## config.mk

```make
export PLATFORM = sky130hd
export DESIGN_NAME = iqc_top
export DESIGN_NICKNAME = d
export VERILOG_FILES = /design/src/pkg/iqc_pkg.sv /design/src/hw/iqc_top.sv
export SDC_FILE = /design/constraint.sdc
export NUM_CORES = 1
export LEC_CHECK = 0
export BUFFER_PORTS_ARGS = -buffer_cell sky130_fd_sc_hd__buf_4
export CORE_ASPECT_RATIO = 0.9
export CORE_MARGIN = 3
export CORE_UTILIZATION = 45
export DETAILED_ROUTE_END_ITERATION = 12
export GPL_TIMING_DRIVEN = 0
export HOLD_SLACK_MARGIN = 0.15
export PLACE_DENSITY = 0.7
export SYNTH_ARGS = -nofsm -noshare
export SYNTH_HDL_FRONTEND = slang
export SYNTH_SLANG_ARGS = --single-unit
```

## constraint.sdc

```tcl
create_clock -name core_clk -period 2.65 [get_ports core_clk]
set_input_delay 0.265 -clock core_clk [delete_from_list [all_inputs] [get_ports core_clk]]
set_output_delay 0.265 -clock core_clk [all_outputs]
set_load 0.05 [all_outputs]
```

## src/pkg/iqc_pkg.sv

```systemverilog
// Constants and types for the interrupt output stage and pin interrupt setup
// Function
// - Read-only master interrupt bit 19 shows any enabled source active.
// - Master bit ignores output enable and interval gating.
// - Interval field bits 7:0, reset zero, counts 10 microsecond steps.
// - After assert then clear, output stays low the interval, then re-asserts.
// - Interval counting starts when sources clear from asserted state.
// - Self-clearing bit 9 restarts the interval counter, even mid-interval.
// - Read-only bit 8 high during interval; gated interrupts held off.
// - Writing zero interval stops gating, clears counter, issues pending.
// - New non-zero interval applies to later interrupts.
// - Wake interrupt bypasses interval gating.
// - Bits 30:28 pick LED (one) or general purpose pin (zero).
// - Polarity bits 26:24 choose active pin level: one high.
// - Pin interrupt counts only when its enable bit is set.
// - Pin level must persist over 80 ns to be recognised.
// - Pin flags in status bits 6:4 latch until written one.
package iqc_pkg;

  // ----------------------------------------------------------------
  // Register map
  // ----------------------------------------------------------------
  localparam logic [7:0] IQC_OFS_STATUS = 8'hc8;
  localparam logic [7:0] IQC_OFS_INTCFG = 8'hcc;
  localparam logic [7:0] IQC_OFS_PINCFG = 8'hd0;

  localparam int IQC_BIT_MASTER = 19;
  localparam int IQC_BIT_OUT_EN = 18;
  localparam int IQC_BIT_RESTART = 9;
  localparam int IQC_BIT_DEAS_ACT = 8;
  localparam int IQC_LSB_INTERVAL = 0;
  localparam int IQC_LSB_LED_SEL = 28;
  localparam int IQC_LSB_POLARITY = 24;
  localparam int IQC_LSB_PIN_FLAG = 4;

  localparam logic [7:0] IQC_RST_INTERVAL = 8'h00;
  localparam logic [2:0] IQC_RST_LED_SEL = 3'h0;
  localparam logic [2:0] IQC_RST_POLARITY = 3'h0;
  localparam logic IQC_RST_OUT_EN = 1'b0;

  // ----------------------------------------------------------------
  // Timing
  // ----------------------------------------------------------------
  localparam int IQC_CLK_PERIOD_NS = 20;
  localparam int IQC_TICK_US = 10;
  localparam int IQC_TICK_CYC = (IQC_TICK_US * 1000) / IQC_CLK_PERIOD_NS;
  localparam int IQC_FILT_NS = 80;
  // Strictly longer than the qualification time
  localparam int IQC_FILT_CYC = IQC_FILT_NS / IQC_CLK_PERIOD_NS + 1;

  // ----------------------------------------------------------------
  // Types
  // ----------------------------------------------------------------
  typedef struct packed {
    logic wr;
    logic rd;
    logic [7:0] addr;
    logic [31:0] wdata;
  } iqc_reg_req_t;

endpackage : iqc_pkg

```

## src/hw/iqc_top.sv

```systemverilog
// Interrupt output stage with de-assertion interval and pin interrupt setup
`timescale 1ns/1ps
`default_nettype none
module iqc_top
(
  input wire logic core_clk,
  input wire logic nrst,
  input wire iqc_pkg::iqc_reg_req_t reg_req,
  output logic [31:0] reg_rdata,
  input wire logic [2:0] gpio_in,
  input wire logic [2:0] pin_interrupt_enable,
  input wire logic other_irq_active,
  input wire logic wake_irq_active,
  output logic host_bus_bridge_irq,
  output logic [2:0] led_function_select
);
  import iqc_pkg::*;

  // ----------------------------------------------------------------
  // Reset release
  // ----------------------------------------------------------------
  logic [1:0] rst_sync_q;
  logic rst_n;

  always_ff @(posedge core_clk or negedge nrst)
  begin
    if (!nrst)
      rst_sync_q <= 2'h0;
    else
      rst_sync_q <= {rst_sync_q[0], 1'b1};
  end
  assign rst_n = rst_sync_q[1];

  // ----------------------------------------------------------------
  // Register writes
  // ----------------------------------------------------------------
  logic wr_intcfg, wr_pincfg, wr_status;
  logic out_en_q;
  logic [7:0] interval_q;
  logic [2:0] led_sel_q;
  logic [2:0] polarity_q;
  logic restart;
  logic [2:0] flag_clr;

  assign wr_intcfg = reg_req.wr && (reg_req.addr == IQC_OFS_INTCFG);
  assign wr_pincfg = reg_req.wr && (reg_req.addr == IQC_OFS_PINCFG);
  assign wr_status = reg_req.wr && (reg_req.addr == IQC_OFS_STATUS);
  // Bit is never stored, so it reads back as zero
  assign restart = wr_intcfg && reg_req.wdata[IQC_BIT_RESTART];
  assign flag_clr = wr_status ?
    reg_req.wdata[IQC_LSB_PIN_FLAG +: 3] : 3'h0;

  always_ff @(posedge core_clk or negedge rst_n)
  begin
    if (!rst_n)
    begin
      out_en_q <= IQC_RST_OUT_EN;
      interval_q <= IQC_RST_INTERVAL;
    end
    else if (wr_intcfg)
    begin
      out_en_q <= reg_req.wdata[IQC_BIT_OUT_EN];
      interval_q <= reg_req.wdata[IQC_LSB_INTERVAL +: 8];
    end
  end

  always_ff @(posedge core_clk or negedge rst_n)
  begin
    if (!rst_n)
    begin
      led_sel_q <= IQC_RST_LED_SEL;
      polarity_q <= IQC_RST_POLARITY;
    end
    else if (wr_pincfg)
    begin
      led_sel_q <= reg_req.wdata[IQC_LSB_LED_SEL +: 3];
      polarity_q <= reg_req.wdata[IQC_LSB_POLARITY +: 3];
    end
  end

  assign led_function_select = led_sel_q;

  // ----------------------------------------------------------------
  // Pin interrupt qualification
  // ----------------------------------------------------------------
  logic [2:0] pin_flag_q;

  genvar gi;
  generate
    for (gi = 0; gi < 3; gi++)
    begin : g_pin
      logic meta_q, sync_q;
      logic [2:0] stable_q;
      logic hit;
      logic flag_q;

      always_ff @(posedge core_clk or negedge rst_n)
      begin
        if (!rst_n)
        begin
          meta_q <= 1'b0;
          sync_q <= 1'b0;
        end
        else
        begin
          meta_q <= gpio_in[gi];
          sync_q <= meta_q;
        end
      end

      // Pin must sit at its active level for the whole window
      assign hit = (sync_q == polarity_q[gi]) && !led_sel_q[gi];

      always_ff @(posedge core_clk or negedge rst_n)
      begin
        if (!rst_n)
          stable_q <= 3'h0;
        else if (!hit)
          stable_q <= 3'h0;
        else if (stable_q != 3'(IQC_FILT_CYC))
          stable_q <= stable_q + 3'h1;
      end

      // Set wins over a clear in the same cycle
      always_ff @(posedge core_clk or negedge rst_n)
      begin
        if (!rst_n)
          flag_q <= 1'b0;
        else if (stable_q == 3'(IQC_FILT_CYC))
          flag_q <= 1'b1;
        else if (flag_clr[gi])
          flag_q <= 1'b0;
      end
      assign pin_flag_q[gi] = flag_q;
    end
  endgenerate

  // ----------------------------------------------------------------
  // Source combination
  // ----------------------------------------------------------------
  logic gated_src, master;

  assign gated_src = |(pin_flag_q & pin_interrupt_enable)
    || other_irq_active;
  assign master = gated_src || wake_irq_active;

  // ----------------------------------------------------------------
  // De-assertion interval
  // ----------------------------------------------------------------
  logic [8:0] presc_q;
  logic tick;
  logic [7:0] deas_cnt_q;
  logic deas_act;
  logic delivered_q;
  logic src_cleared;

  assign deas_act = (deas_cnt_q != 8'h00);
  assign tick = (presc_q == 9'(IQC_TICK_CYC - 1));
  assign src_cleared = delivered_q && !gated_src;

  always_ff @(posedge core_clk or negedge rst_n)
  begin
    if (!rst_n)
      delivered_q <= 1'b0;
    else
      delivered_q <= gated_src && !deas_act && out_en_q;
  end

  // Prescaler restarts with each interval so the first step is whole
  always_ff @(posedge core_clk or negedge rst_n)
  begin
    if (!rst_n)
      presc_q <= 9'h000;
    else if (src_cleared || restart || tick)
      presc_q <= 9'h000;
    else
      presc_q <= presc_q + 9'h001;
  end

  always_ff @(posedge core_clk or negedge rst_n)
  begin
    if (!rst_n)
      deas_cnt_q <= 8'h00;
    else if (wr_intcfg && (reg_req.wdata[IQC_LSB_INTERVAL +: 8] == 8'h00))
      deas_cnt_q <= 8'h00;
    else if (restart)
      deas_cnt_q <= interval_q;
    else if (src_cleared)
      deas_cnt_q <= interval_q;
    else if (tick && deas_act)
      deas_cnt_q <= deas_cnt_q - 8'h01;
  end

  // ----------------------------------------------------------------
  // Interrupt output
  // ----------------------------------------------------------------
  logic irq_q;

  always_ff @(posedge core_clk or negedge rst_n)
  begin
    if (!rst_n)
      irq_q <= 1'b0;
    else
      irq_q <= out_en_q &&
        (wake_irq_active ||
         (gated_src && !deas_act));
  end
  assign host_bus_bridge_irq = irq_q;

  // ----------------------------------------------------------------
  // Register reads
  // ----------------------------------------------------------------
  logic [31:0] rdata_q;
  logic [31:0] rd_mux;

  always_comb
  begin
    rd_mux = 32'h0000_0000;
    unique case (reg_req.addr)
      IQC_OFS_STATUS:
        rd_mux[IQC_LSB_PIN_FLAG +: 3] = pin_flag_q;
      IQC_OFS_INTCFG:
      begin
        rd_mux[IQC_BIT_MASTER] = master;
        rd_mux[IQC_BIT_OUT_EN] = out_en_q;
        rd_mux[IQC_BIT_DEAS_ACT] = deas_act;
        rd_mux[IQC_LSB_INTERVAL +: 8] = interval_q;
      end
      IQC_OFS_PINCFG:
      begin
        rd_mux[IQC_LSB_LED_SEL +: 3] = led_sel_q;
        rd_mux[IQC_LSB_POLARITY +: 3] = polarity_q;
      end
      default:
        rd_mux = 32'h0000_0000;
    endcase
  end

  always_ff @(posedge core_clk or negedge rst_n)
  begin
    if (!rst_n)
      rdata_q <= 32'h0000_0000;
    else if (reg_req.rd)
      rdata_q <= rd_mux;
  end
  assign reg_rdata = rdata_q;

endmodule // iqc_top
`default_nettype wire

```

==> results by group, run 1 <==
CTS
  • Post-CTS sizing: 0
  • Number of setup buffers added after CTS: 0
  • CTS tree: done
  • Root Buffer: clkbuf_8
  • Reg clk slew, reported paths: 70 ps
  • Worst skew pair latency: 350 ps
  • Htree depth: 3
  • CTS sink count: 71
  • Max Buffers Root-to-Sink: 2
  • CTS buffer count: 9

Timing
  • Setup TNS: 0 ps
  • Rel. slew slack: 0.403
  • Final hold vios: 0
  • RSZ-0062 raised after global routing: false
  • Setup ws final: 278 ps
  • Slew Viols, Final: 0
  • Slew @ Worst Pin: 896 ps
  • Fin crit share: 0.895
  • Tmin final: 2370 ps
  • # setup viols final: 0
  • Clock Skew: 8.27 ps
  • FMAX: 0.422 GHz

Synthesis
  • YS warnings: 0
  • Syn avg cell area: 10.8 um^2
  • Dominant cells by area after synthesis: dfrtp_1, nand2_1, a22o_1, buf_4, ha_1
  • Yosys reg bits: 71
  • Post-Syn Instances: 316
  • Post-synth EDFFs: 0
  • Mapped cell area: 3410 um^2
  • Async set-reset flop share out of synthesis: 1.00
  • Seq/Total Area, Yosys: 0.522
  • Main synth FF type: dfrtp_1
  • Synth area leader: dfrtp_1
  • Yosys cell types: 50
  • Synth top area share: 0.522

Pwr
  • Comb power frac: 0.151
  • Cell Int Power: 2.16 mW
  • Worst IR drop on VDD: 0.000381 V
  • NetSw: 756 uW
  • Share of power burned in registers: 0.453
  • Sw frac: 0.259
  • PwrDens: 654 nW/um^2
  • Clock share of power: 0.396
  • Leakage: 2.15 nW

Job
  • Max cap viols: 0

GRT
  • First-pass GRT wire length: 12.9 mm
  • Remaining Overflow, GRT: 0
  • Gr usage total: 0.189
  • Largest net degree at the start of global routing: 70
  • Vias in the first global route: 2720
  • Number of antenna violations at the first check in global routing: 0

Die
  • Die area: 8650 um^2
  • Die height: 88.5 um
  • Starting Density: 0.474
  • Die width: 97.7 um
  • Core footprint: 7180 um^2
  • # IOs: 88
  • Site row count: 29

Route
  • DR WL/cell: 15.3 um
  • Routed Antenna Nets: 0
  • Vias post-DR: 2713
  • Residual DRC: 0
  • Avg Vias per Cell: 5.28
  • Initial DRC Count: 161
  • WL final: 7.84 mm
  • Pre-Repair DR Iteration Count: 4

Layout
  • Area grow syn2layout: 30.9%
  • Fraction of layout cells with a size suffix above 1: 0.252
  • Most frequent cells in the layout: buf_4, dfrtp_1, nand2_1, dlygate4sd3_1, nor3_1
  • FILL cells: 626
  • Sequential Area: 1780 um^2
  • Ant. Diodes: 0
  • Most common cell after layout, fill and taps aside: buf_4
  • Final #Nets: 476
  • Footprint of the multi-input gates: 1460 um^2
  • Final Non-Filler Cells: 514

Setup path
  • CP Data Arrival Time: 2620 ps
  • Setup crit end kind: flip-flop
  • Kind of critical path: reg -> reg
  • Required time worst endpoint: 2900 ps
  • Critical Path Source Type: flip-flop
  • Crit-path max FO: 10

Place
  • Post-Place Cells: 479
  • Post-DP HPWL: 5.48 mm
  • Pre-CTS WS: 324 ps
  • GPL Wtd Cong: 0.896
  • IO Port Bufs: 56

Min path
  • Worst min-delay path class: in -> reg

Outcome
  • Outcome: complete, no violations
-- power by group through the flow --
stage               clock network, mW  logic (mW)  registers (mW)
finish                           1.15       0.440            1.32
global route                     1.23       0.492            1.34
CTS                              1.18       0.443            1.32
detailed placement                  0       0.418            1.35
global placement                    0       0.402            1.34
floorplan                           0       0.308            1.32
-- path summary, 6_finish.rpt --
check	startpoint	endpoint	slack [ps]	cells past startpoint
min in group asynchronous	nrst	rst_sync_q[0]	220	2
worst max-delay path	presc_q[3]	deas_cnt_q[0]	280	7
max in group asynchronous	rst_sync_q[1]	interval_q[2]	1610	0
worst min register to register	g_pin[1].meta_q	g_pin[1].sync_q	340	0
worst max register to register	presc_q[3]	deas_cnt_q[0]	280	7
worst min-delay path	reg_req[25]	polarity_q[1]	170	2
-- repair_timing --
action | in CTS | in global routing
hold buffers | 19 | 0
endpoints found under the hold margin | 20 | 0
endpoints found under the setup margin | 0 | 0
-- kinds of logic (layout without fill, tap and decap cells) --
kind of cell	after synthesis	count (layout)	synth area share
simple gates	116	116	0.184
fa+ha+maj	8	8	0.0294
xor+xnor	12	12	0.0309
other cells	2	16	0.00221
mux	8	8	0.0261
buf+inv	41	132	0.0661
flops	71	71	0.522
compound gates	58	58	0.140
-- per-layer routing --
layer	vias to the layer above	routed length, um	track usage
li1	1304	-	-
met1	1308	3470	0.236
met2	84	3740	0.312
met3	17	454	0.0512
met4	0	182	0.0855
met5	-	0	0
-- state kept, by name, summed over array words and instances (netlist names), 2 cells and up --
signal               cells
g_pin.flag_q             3
polarity_q               3
reg_rdata               17
rst_sync_q               2
g_pin.meta_q             3
presc_q                  9
led_function_select      3
interval_q               8
g_pin.stable_q           9
g_pin.sync_q             3
deas_cnt_q               8
-- Yosys cell counts, types with 2 or more instances --
cell type and number:
o211ai_1 2, ha_1 8, a221o_1 3, or3_1 3
a21oi_1 11, nand4_1 4, and3_1 4, mux2_2 7
buf_4 15, a211oi_2 2, xnor2_1 6, and2_0 2
a21o_1 2, a22o_1 16, nor3_1 18, a2111oi_0 3
conb_1 2, nand2b_1 2, nor2_1 9, and4b_1 4
clkbuf_1 13, o21ai_0 7, a311oi_2 4, nand3b_1 5
and2_1 3, xor2_1 6, nor2b_1 3, nand3_1 7
nor3b_1 3, nand2_1 38, nor4_1 2, inv_1 10
dfrtp_1 71, or4_1 4, buf_6 2
-- cell type report --
type	instances	share of cell area
flip-flops and latches	71	0.399
plain buffers	31	0.0421
clock inverters	5	0.0289
well taps	93	0.0261
inverters	10	0.00842
clock buffers	11	0.0317
repair buffers	75	0.137
multi-input cells	218	0.327
-- critical path, stage by stage (launching register included) --
cell and delay (ps):
dfrtp_1 360, clkbuf_1 190, nor3b_1 410, and3_1 220
clkbuf_1 210, clkbuf_1 420, nand3_1 170, a311oi_2 290
-- through the flow --
stage	hold slack, ps	total power [mW]	util	cell area, um^2
after floorplan	-30.6	1.63	-	3460
after global placement	48.5	1.74	0.556	4000
after detailed placement	48.1	1.76	0.557	4000
after CTS	155	2.95	0.621	4460
after global routing	167	3.06	0.621	4460
final	168	2.92	0.621	4460
Power figures use the tool's default switching activity.
==> run 2, diff against run 1 <==
--- a/config.mk
+++ b/config.mk
@@ -12,7 +12,7 @@
 export DETAILED_ROUTE_END_ITERATION = 12
 export GPL_TIMING_DRIVEN = 0
 export HOLD_SLACK_MARGIN = 0.15
-export PLACE_DENSITY = 0.7
+export PLACE_DENSITY = 0.71
 export SYNTH_ARGS = -nofsm -noshare
 export SYNTH_HDL_FRONTEND = slang
 export SYNTH_SLANG_ARGS = --single-unit
==> results by group, run 2 (synthesized netlist as in run 1, its figures left out) <==
Outcome
  • Outcome: complete, no violations

Place
  • Pre-CTS WS: 317 ps
  • IO Port Bufs: 56
  • GPL Wtd Cong: 0.928
  • Post-DP HPWL: 5.32 mm
  • Placed Area: 4000 um^2

Timing
  • Setup TNS: 0 ps
  • Rel. slew slack: 0.416
  • Slew @ Worst Pin: 875 ps
  • Setup ws final: 259 ps
  • Clock Skew: 10.4 ps
  • Fin crit share: 0.902
  • RSZ-0062 raised after global routing: false
  • FMAX: 0.418 GHz
  • Final hold vios: 0
  • Slew Viols, Final: 0
  • # setup viols final: 0
  • Tmin final: 2390 ps

CTS
  • CTS sink count: 71
  • CTS buffer count: 9
  • Reg clk slew, reported paths: 80 ps
  • Htree depth: 3
  • Post-CTS sizing: 0
  • Worst skew pair latency: 340 ps
  • Root Buffer: clkbuf_8
  • CTS tree: done
  • Max Buffers Root-to-Sink: 2

Route
  • Residual DRC: 0
  • Avg Vias per Cell: 5.26
  • DR WL/cell: 14.9 um
  • WL final: 7.67 mm
  • Vias post-DR: 2697
  • Initial DRC Count: 131
  • Routed Antenna Nets: 0
  • Pre-Repair DR Iteration Count: 4

GRT
  • Vias in the first global route: 2703
  • First-pass GRT wire length: 12.9 mm
  • Remaining Overflow, GRT: 0
  • Gr usage total: 0.188
  • Number of antenna violations at the first check in global routing: 0
  • Largest net degree at the start of global routing: 70

Layout
  • Most frequent cells in the layout: buf_4, dfrtp_1, nand2_1, dlygate4sd3_1, nor3_1
  • Most common cell after layout, fill and taps aside: buf_4
  • Fraction of layout cells with a size suffix above 1: 0.248
  • Area grow syn2layout: 29.2%
  • Post-route design area: 4400 um^2
  • FILL cells: 622
  • Footprint of the multi-input gates: 1460 um^2
  • Final #Nets: 476
  • Final Core Density: 0.613
  • Ant. Diodes: 0
  • Max reg flops: 17
  • Sequential Area: 1780 um^2

Pwr
  • Worst IR drop on VDD: 0.000315 V
  • Leakage: 2.12 nW
  • PwrDens: 614 nW/um^2

Min path
  • Cells on Worst Hold Path: 2
  • Worst min-delay path startpoint: reg_req[18]
  • Worst min-delay path class: in -> reg
  • Min-Delay Endpoint: out_en_q

Job
  • Max cap viols: 0

Die
  • Core footprint: 7180 um^2
  • Die width: 97.7 um
  • Die height: 88.5 um
  • # IOs: 88
  • Die area: 8650 um^2
  • Site row count: 29
  • Starting Density: 0.474

Setup path
  • CP Data Arrival Time: 2650 ps
  • Setup slack, reg-to-reg: 260 ps
  • Required time worst endpoint: 2910 ps
  • Kind of critical path: reg -> reg
  • RR Startpoint: presc_q[3]
  • Path depth of the worst reg2reg path: 7
  • Critical Path Source Type: flip-flop
  • R2R Path End: deas_cnt_q[0]
  • Crit-path max FO: 10
  • Setup crit end kind: flip-flop
run 2: cell types whose count changed in the layout (fill, tap and decap cells not counted):
| cell | delta |
|---|---|
| clkinvlp_4 | +1 |
| clkinv_4 | -1 |
| clkbuf_1 | +1 |
| bufinv_16 | -2 |
run 2: worst max path at each step:
| stage | start | end | slack, ps |
|---|---|---|---|
| floorplan | rst_sync_q[1] | deas_cnt_q[0] | 530 |
| global placement | rst_sync_q[1] | g_pin[0].meta_q | -270 |
| detailed placement | presc_q[3] | deas_cnt_q[0] | 320 |
| CTS | presc_q[3] | deas_cnt_q[0] | 270 |
| global route | presc_q[2] | deas_cnt_q[0] | 90 |
| finish | presc_q[3] | deas_cnt_q[0] | 260 |
run 2: cell type report:
type | instances | share of cell area
sequential | 71 | 0.404
inverter | 10 | 0.00853
multi-input combinational | 218 | 0.331
timing repair buffer | 75 | 0.139
clock inverter | 3 | 0.0153
buffer | 31 | 0.0426
clock buffer | 12 | 0.0330
tap | 93 | 0.0264
run 2: report_power, final:
group / switching, mW / internal, mW / leakage, nW
Combinational: 0.231 / 0.209 / 1.12
Clock: 0.389 / 0.552 / 0.103
Sequential: 0.120 / 1.20 / 0.899
run 2: per-layer routing:
| layer | up-vias | wire (um) | part of all wire | global-route usage |
|---|---|---|---|---|
| met1 | 1298 | 3450 | 0.45 | 0.246 |
| met3 | 9 | 440 | 0.057 | 0.0615 |
| met5 | - | 0 | 0 | 0 |
| li1 | 1308 | - | - | - |
| met2 | 82 | 3700 | 0.48 | 0.301 |
| met4 | 0 | 82 | 0.011 | 0.0579 |
run 2: critical path, stage by stage (launching register included):
cell and delay (ps):
dfrtp_1 370, clkbuf_1 180, nor3b_1 460, and3_1 230, clkbuf_1 220, clkbuf_1 400
nand3_1 150, a311oi_2 280
run 2: stage by stage:
step / instances / hold slack, ps / power [mW]
floorplan: 330 / -30.6 / 1.63
global placement: 479 / 48.6 / 1.74
detailed placement: 479 / 49.7 / 1.76
CTS: 513 / 155 / 2.73
global route: 513 / 162 / 2.85
finish: 513 / 176 / 2.70
run 2: timing repair:
action | 4_1_cts | 5_1_grt
hold buffers | 19 | 0
hold endpoints to repair | 20 | 0
buffers inserted | 0 | 0
==> run 3, diff against run 2 <==
--- a/config.mk
+++ b/config.mk
@@ -5,11 +5,13 @@
 export SDC_FILE = /design/constraint.sdc
 export NUM_CORES = 1
 export LEC_CHECK = 0
+export ABC_AREA = 1
 export BUFFER_PORTS_ARGS = -buffer_cell sky130_fd_sc_hd__buf_4
 export CORE_ASPECT_RATIO = 0.9
 export CORE_MARGIN = 3
 export CORE_UTILIZATION = 45
 export DETAILED_ROUTE_END_ITERATION = 12
+export GPL_ROUTABILITY_DRIVEN = 1
 export GPL_TIMING_DRIVEN = 0
 export HOLD_SLACK_MARGIN = 0.15
 export PLACE_DENSITY = 0.71
==> results by group, run 3 <==
Setup path
  • CP Data Arrival Time: 1970 ps
  • Crit-path max cell delay: 390 ps
  • Critical Path, Cell by Cell: inv_1 -> ha_1 -> nand4_2 -> nand2_1 -> nand2_2 -> nor2_4 -> nor2_4 -> nand2_1 -> nand2_1
  • Setup slack, reg-to-reg: 910 ps
  • CP max stage cell: dfrtp_1
  • Required time worst endpoint: 2880 ps
  • RR Startpoint: deas_cnt_q[0]
  • Critical Path Source Type: flip-flop
  • Most used cell, CP: nand2_1
  • Crit-path max FO: 9
  • CP Launch Point: deas_cnt_q[0]
  • Kind of critical path: reg -> reg
  • Worst path bufs/invs: 1
  • Setup crit end kind: flip-flop
  • Worst path top cell family by delay: simple AND/OR/NAND/NOR gates

Synthesis
  • Largest family of logic cells by synthesized area: simple AND/OR/NAND/NOR gates
  • Main synth FF type: dfrtp_1
  • Mux share of post-synthesis cell area: 0.0197
  • Yosys cell types: 29
  • Synth area leader: dfrtp_1
  • Syn avg cell area: 8.68 um^2
  • Top post-synthesis cells by count: nand2_1, dfrtp_1, inv_1, nor2_1, o21ai_0
  • YS warnings: 0
  • Post-synth EDFFs: 0
  • Mapped cell area: 3440 um^2
  • Post-synthesis compound-gate area fraction: 0.0783
  • Seq/Total Area, Yosys: 0.517
  • Synth top area share: 0.517
  • Post-Syn Instances: 396
  • Xor and xnor area share after synthesis: 0.0357
  • Async set-reset flop share out of synthesis: 1.00
  • Dominant cells by area after synthesis: dfrtp_1, nand2_1, inv_1, nor2_1, o21ai_0
  • Most common cell in the synthesized netlist: nand2_1
  • Simple-Gate Fraction of Synth Area: 0.231
  • Post-synthesis adder-cell area fraction: 0.0291
  • Yosys reg bits: 71

Layout
  • Area grow syn2layout: 28.7%
  • Final #Nets: 554
  • Most frequent cells in the layout: nand2_1, buf_4, dfrtp_1, inv_1, nor2_1
  • Post-route design area: 4420 um^2
  • Final Non-Filler Cells: 592
  • Max reg flops: 17
  • Fraction of layout cells with a size suffix above 1: 0.228
  • Most common cell after layout, fill and taps aside: nand2_1
  • Ant. Diodes: 0
  • FILL cells: 622

Timing
  • Fin crit share: 0.657
  • # setup viols final: 0
  • Rel. slew slack: 0.436
  • FMAX: 0.575 GHz
  • RSZ-0062 raised after global routing: false
  • Final hold vios: 0
  • Slew Viols, Final: 0
  • Tmin final: 1740 ps
  • Slew @ Worst Pin: 847 ps
  • Clock Skew: 9.52 ps

Min path
  • Worst min-delay path startpoint: reg_req[6]
  • Worst min-delay path class: in -> reg

GRT
  • Number of antenna violations at the first check in global routing: 0
  • Vias in the first global route: 2698
  • First-pass GRT wire length: 12.5 mm
  • Gr usage total: 0.183
  • Largest net degree at the start of global routing: 70
  • Remaining Overflow, GRT: 0

Pwr
  • NetSw: 760 uW
  • Sw frac: 0.280
  • Share of power burned in registers: 0.476
  • Clock share of power: 0.353
  • Leakage: 2.29 nW
  • Cell Int Power: 1.95 mW
  • PwrDens: 614 nW/um^2
  • Worst IR drop on VDD: 0.000379 V
  • Comb power frac: 0.171

Die
  • Die width: 98.1 um
  • Core footprint: 7220 um^2
  • Die area: 8720 um^2
  • # IOs: 88
  • Die height: 88.9 um
  • Starting Density: 0.476
  • Site row count: 29

CTS
  • Reg clk slew, reported paths: 70 ps
  • Root Buffer: clkbuf_8
  • CTS hold repair buffers: 17
  • CTS buffer count: 9
  • Htree depth: 3
  • Max Buffers Root-to-Sink: 2
  • Post-CTS sizing: 0
  • CTS tree: done
  • Number of setup buffers added after CTS: 0
  • Worst skew pair latency: 350 ps
  • CTS sink count: 71

Route
  • Vias post-DR: 2776
  • Pre-Repair DR Iteration Count: 4
  • Residual DRC: 0
  • WL final: 7.33 mm
  • Avg Vias per Cell: 4.69
  • DR WL/cell: 12.4 um
  • Routed Antenna Nets: 0
  • Initial DRC Count: 101

Outcome
  • Outcome: complete, no violations

Place
  • GPL Wtd Cong: 0.888
  • Post-DP HPWL: 5.29 mm
  • Placed Area: 4030 um^2
  • Post-Place Cells: 559
  • IO Port Bufs: 56

Job
  • Max cap viols: 0
[run 3: worst min-delay path, cell delays in order]
cell	delay (ps)
buf_4	110
inv_1	50
o21ai_0	80
[run 3: cell type report]
class / instances / area [um^2] / area share
plain buffers: 19 / 138 / 0.0311
clock buffers: 11 / 141 / 0.0320
clock inverters: 5 / 81.3 / 0.0184
inverters: 43 / 161 / 0.0365
multi-input cells: 277 / 1410 / 0.320
flip-flops and latches: 71 / 1780 / 0.403
well taps: 93 / 116 / 0.0263
repair buffers: 73 / 591 / 0.134
[run 3: final timing paths]
check,cells past startpoint,endpoint
worst max-delay path,9,deas_cnt_q[6]
worst min-delay path,3,interval_q[6]
worst min register to register,0,g_pin[1].sync_q
worst max register to register,9,deas_cnt_q[6]
max in group asynchronous,0,deas_cnt_q[4]
min in group asynchronous,2,rst_sync_q[0]
[run 3: per-layer routing]
layer / part of all wire / vias to the layer above / GRT usage
met5: 0 / - / 0
met4: 0.014 / 0 / 0.0780
met3: 0.075 / 9 / 0.0577
met2: 0.47 / 71 / 0.303
met1: 0.44 / 1275 / 0.225
li1: - / 1421 / -
[run 3: through the flow]
stage                     hold slack [ps]  utilization  power [mW]  setup slack, ps  setup TNS [ps]
after floorplan                     -30.6            -        1.63              526               0
after global placement               48.2        0.558        1.74             -253          -17300
after detailed placement             52.3        0.558        1.76              932               0
after CTS                             191        0.613        2.74              914               0
after global routing                  206        0.613        2.87              696               0
final                                 209        0.613        2.71              910               0
[run 3: power by group through the flow]
stage | clock network, mW | logic [mW] | registers, mW
final | 0.958 | 0.465 | 1.29
after global routing | 1.03 | 0.530 | 1.31
after CTS | 0.975 | 0.470 | 1.29
after detailed placement | 0 | 0.447 | 1.31
after global placement | 0 | 0.431 | 1.31
after floorplan | 0 | 0.328 | 1.30
[run 3: kinds of logic after synthesis]
logic type,after synthesis
buffers and inverters,62
adders and majority gates,8
AOI/OAI and AO/OA,49
DFF,71
and+or+nand+nor,184
xor gates and xnor gates,14
muxes,6
other,2
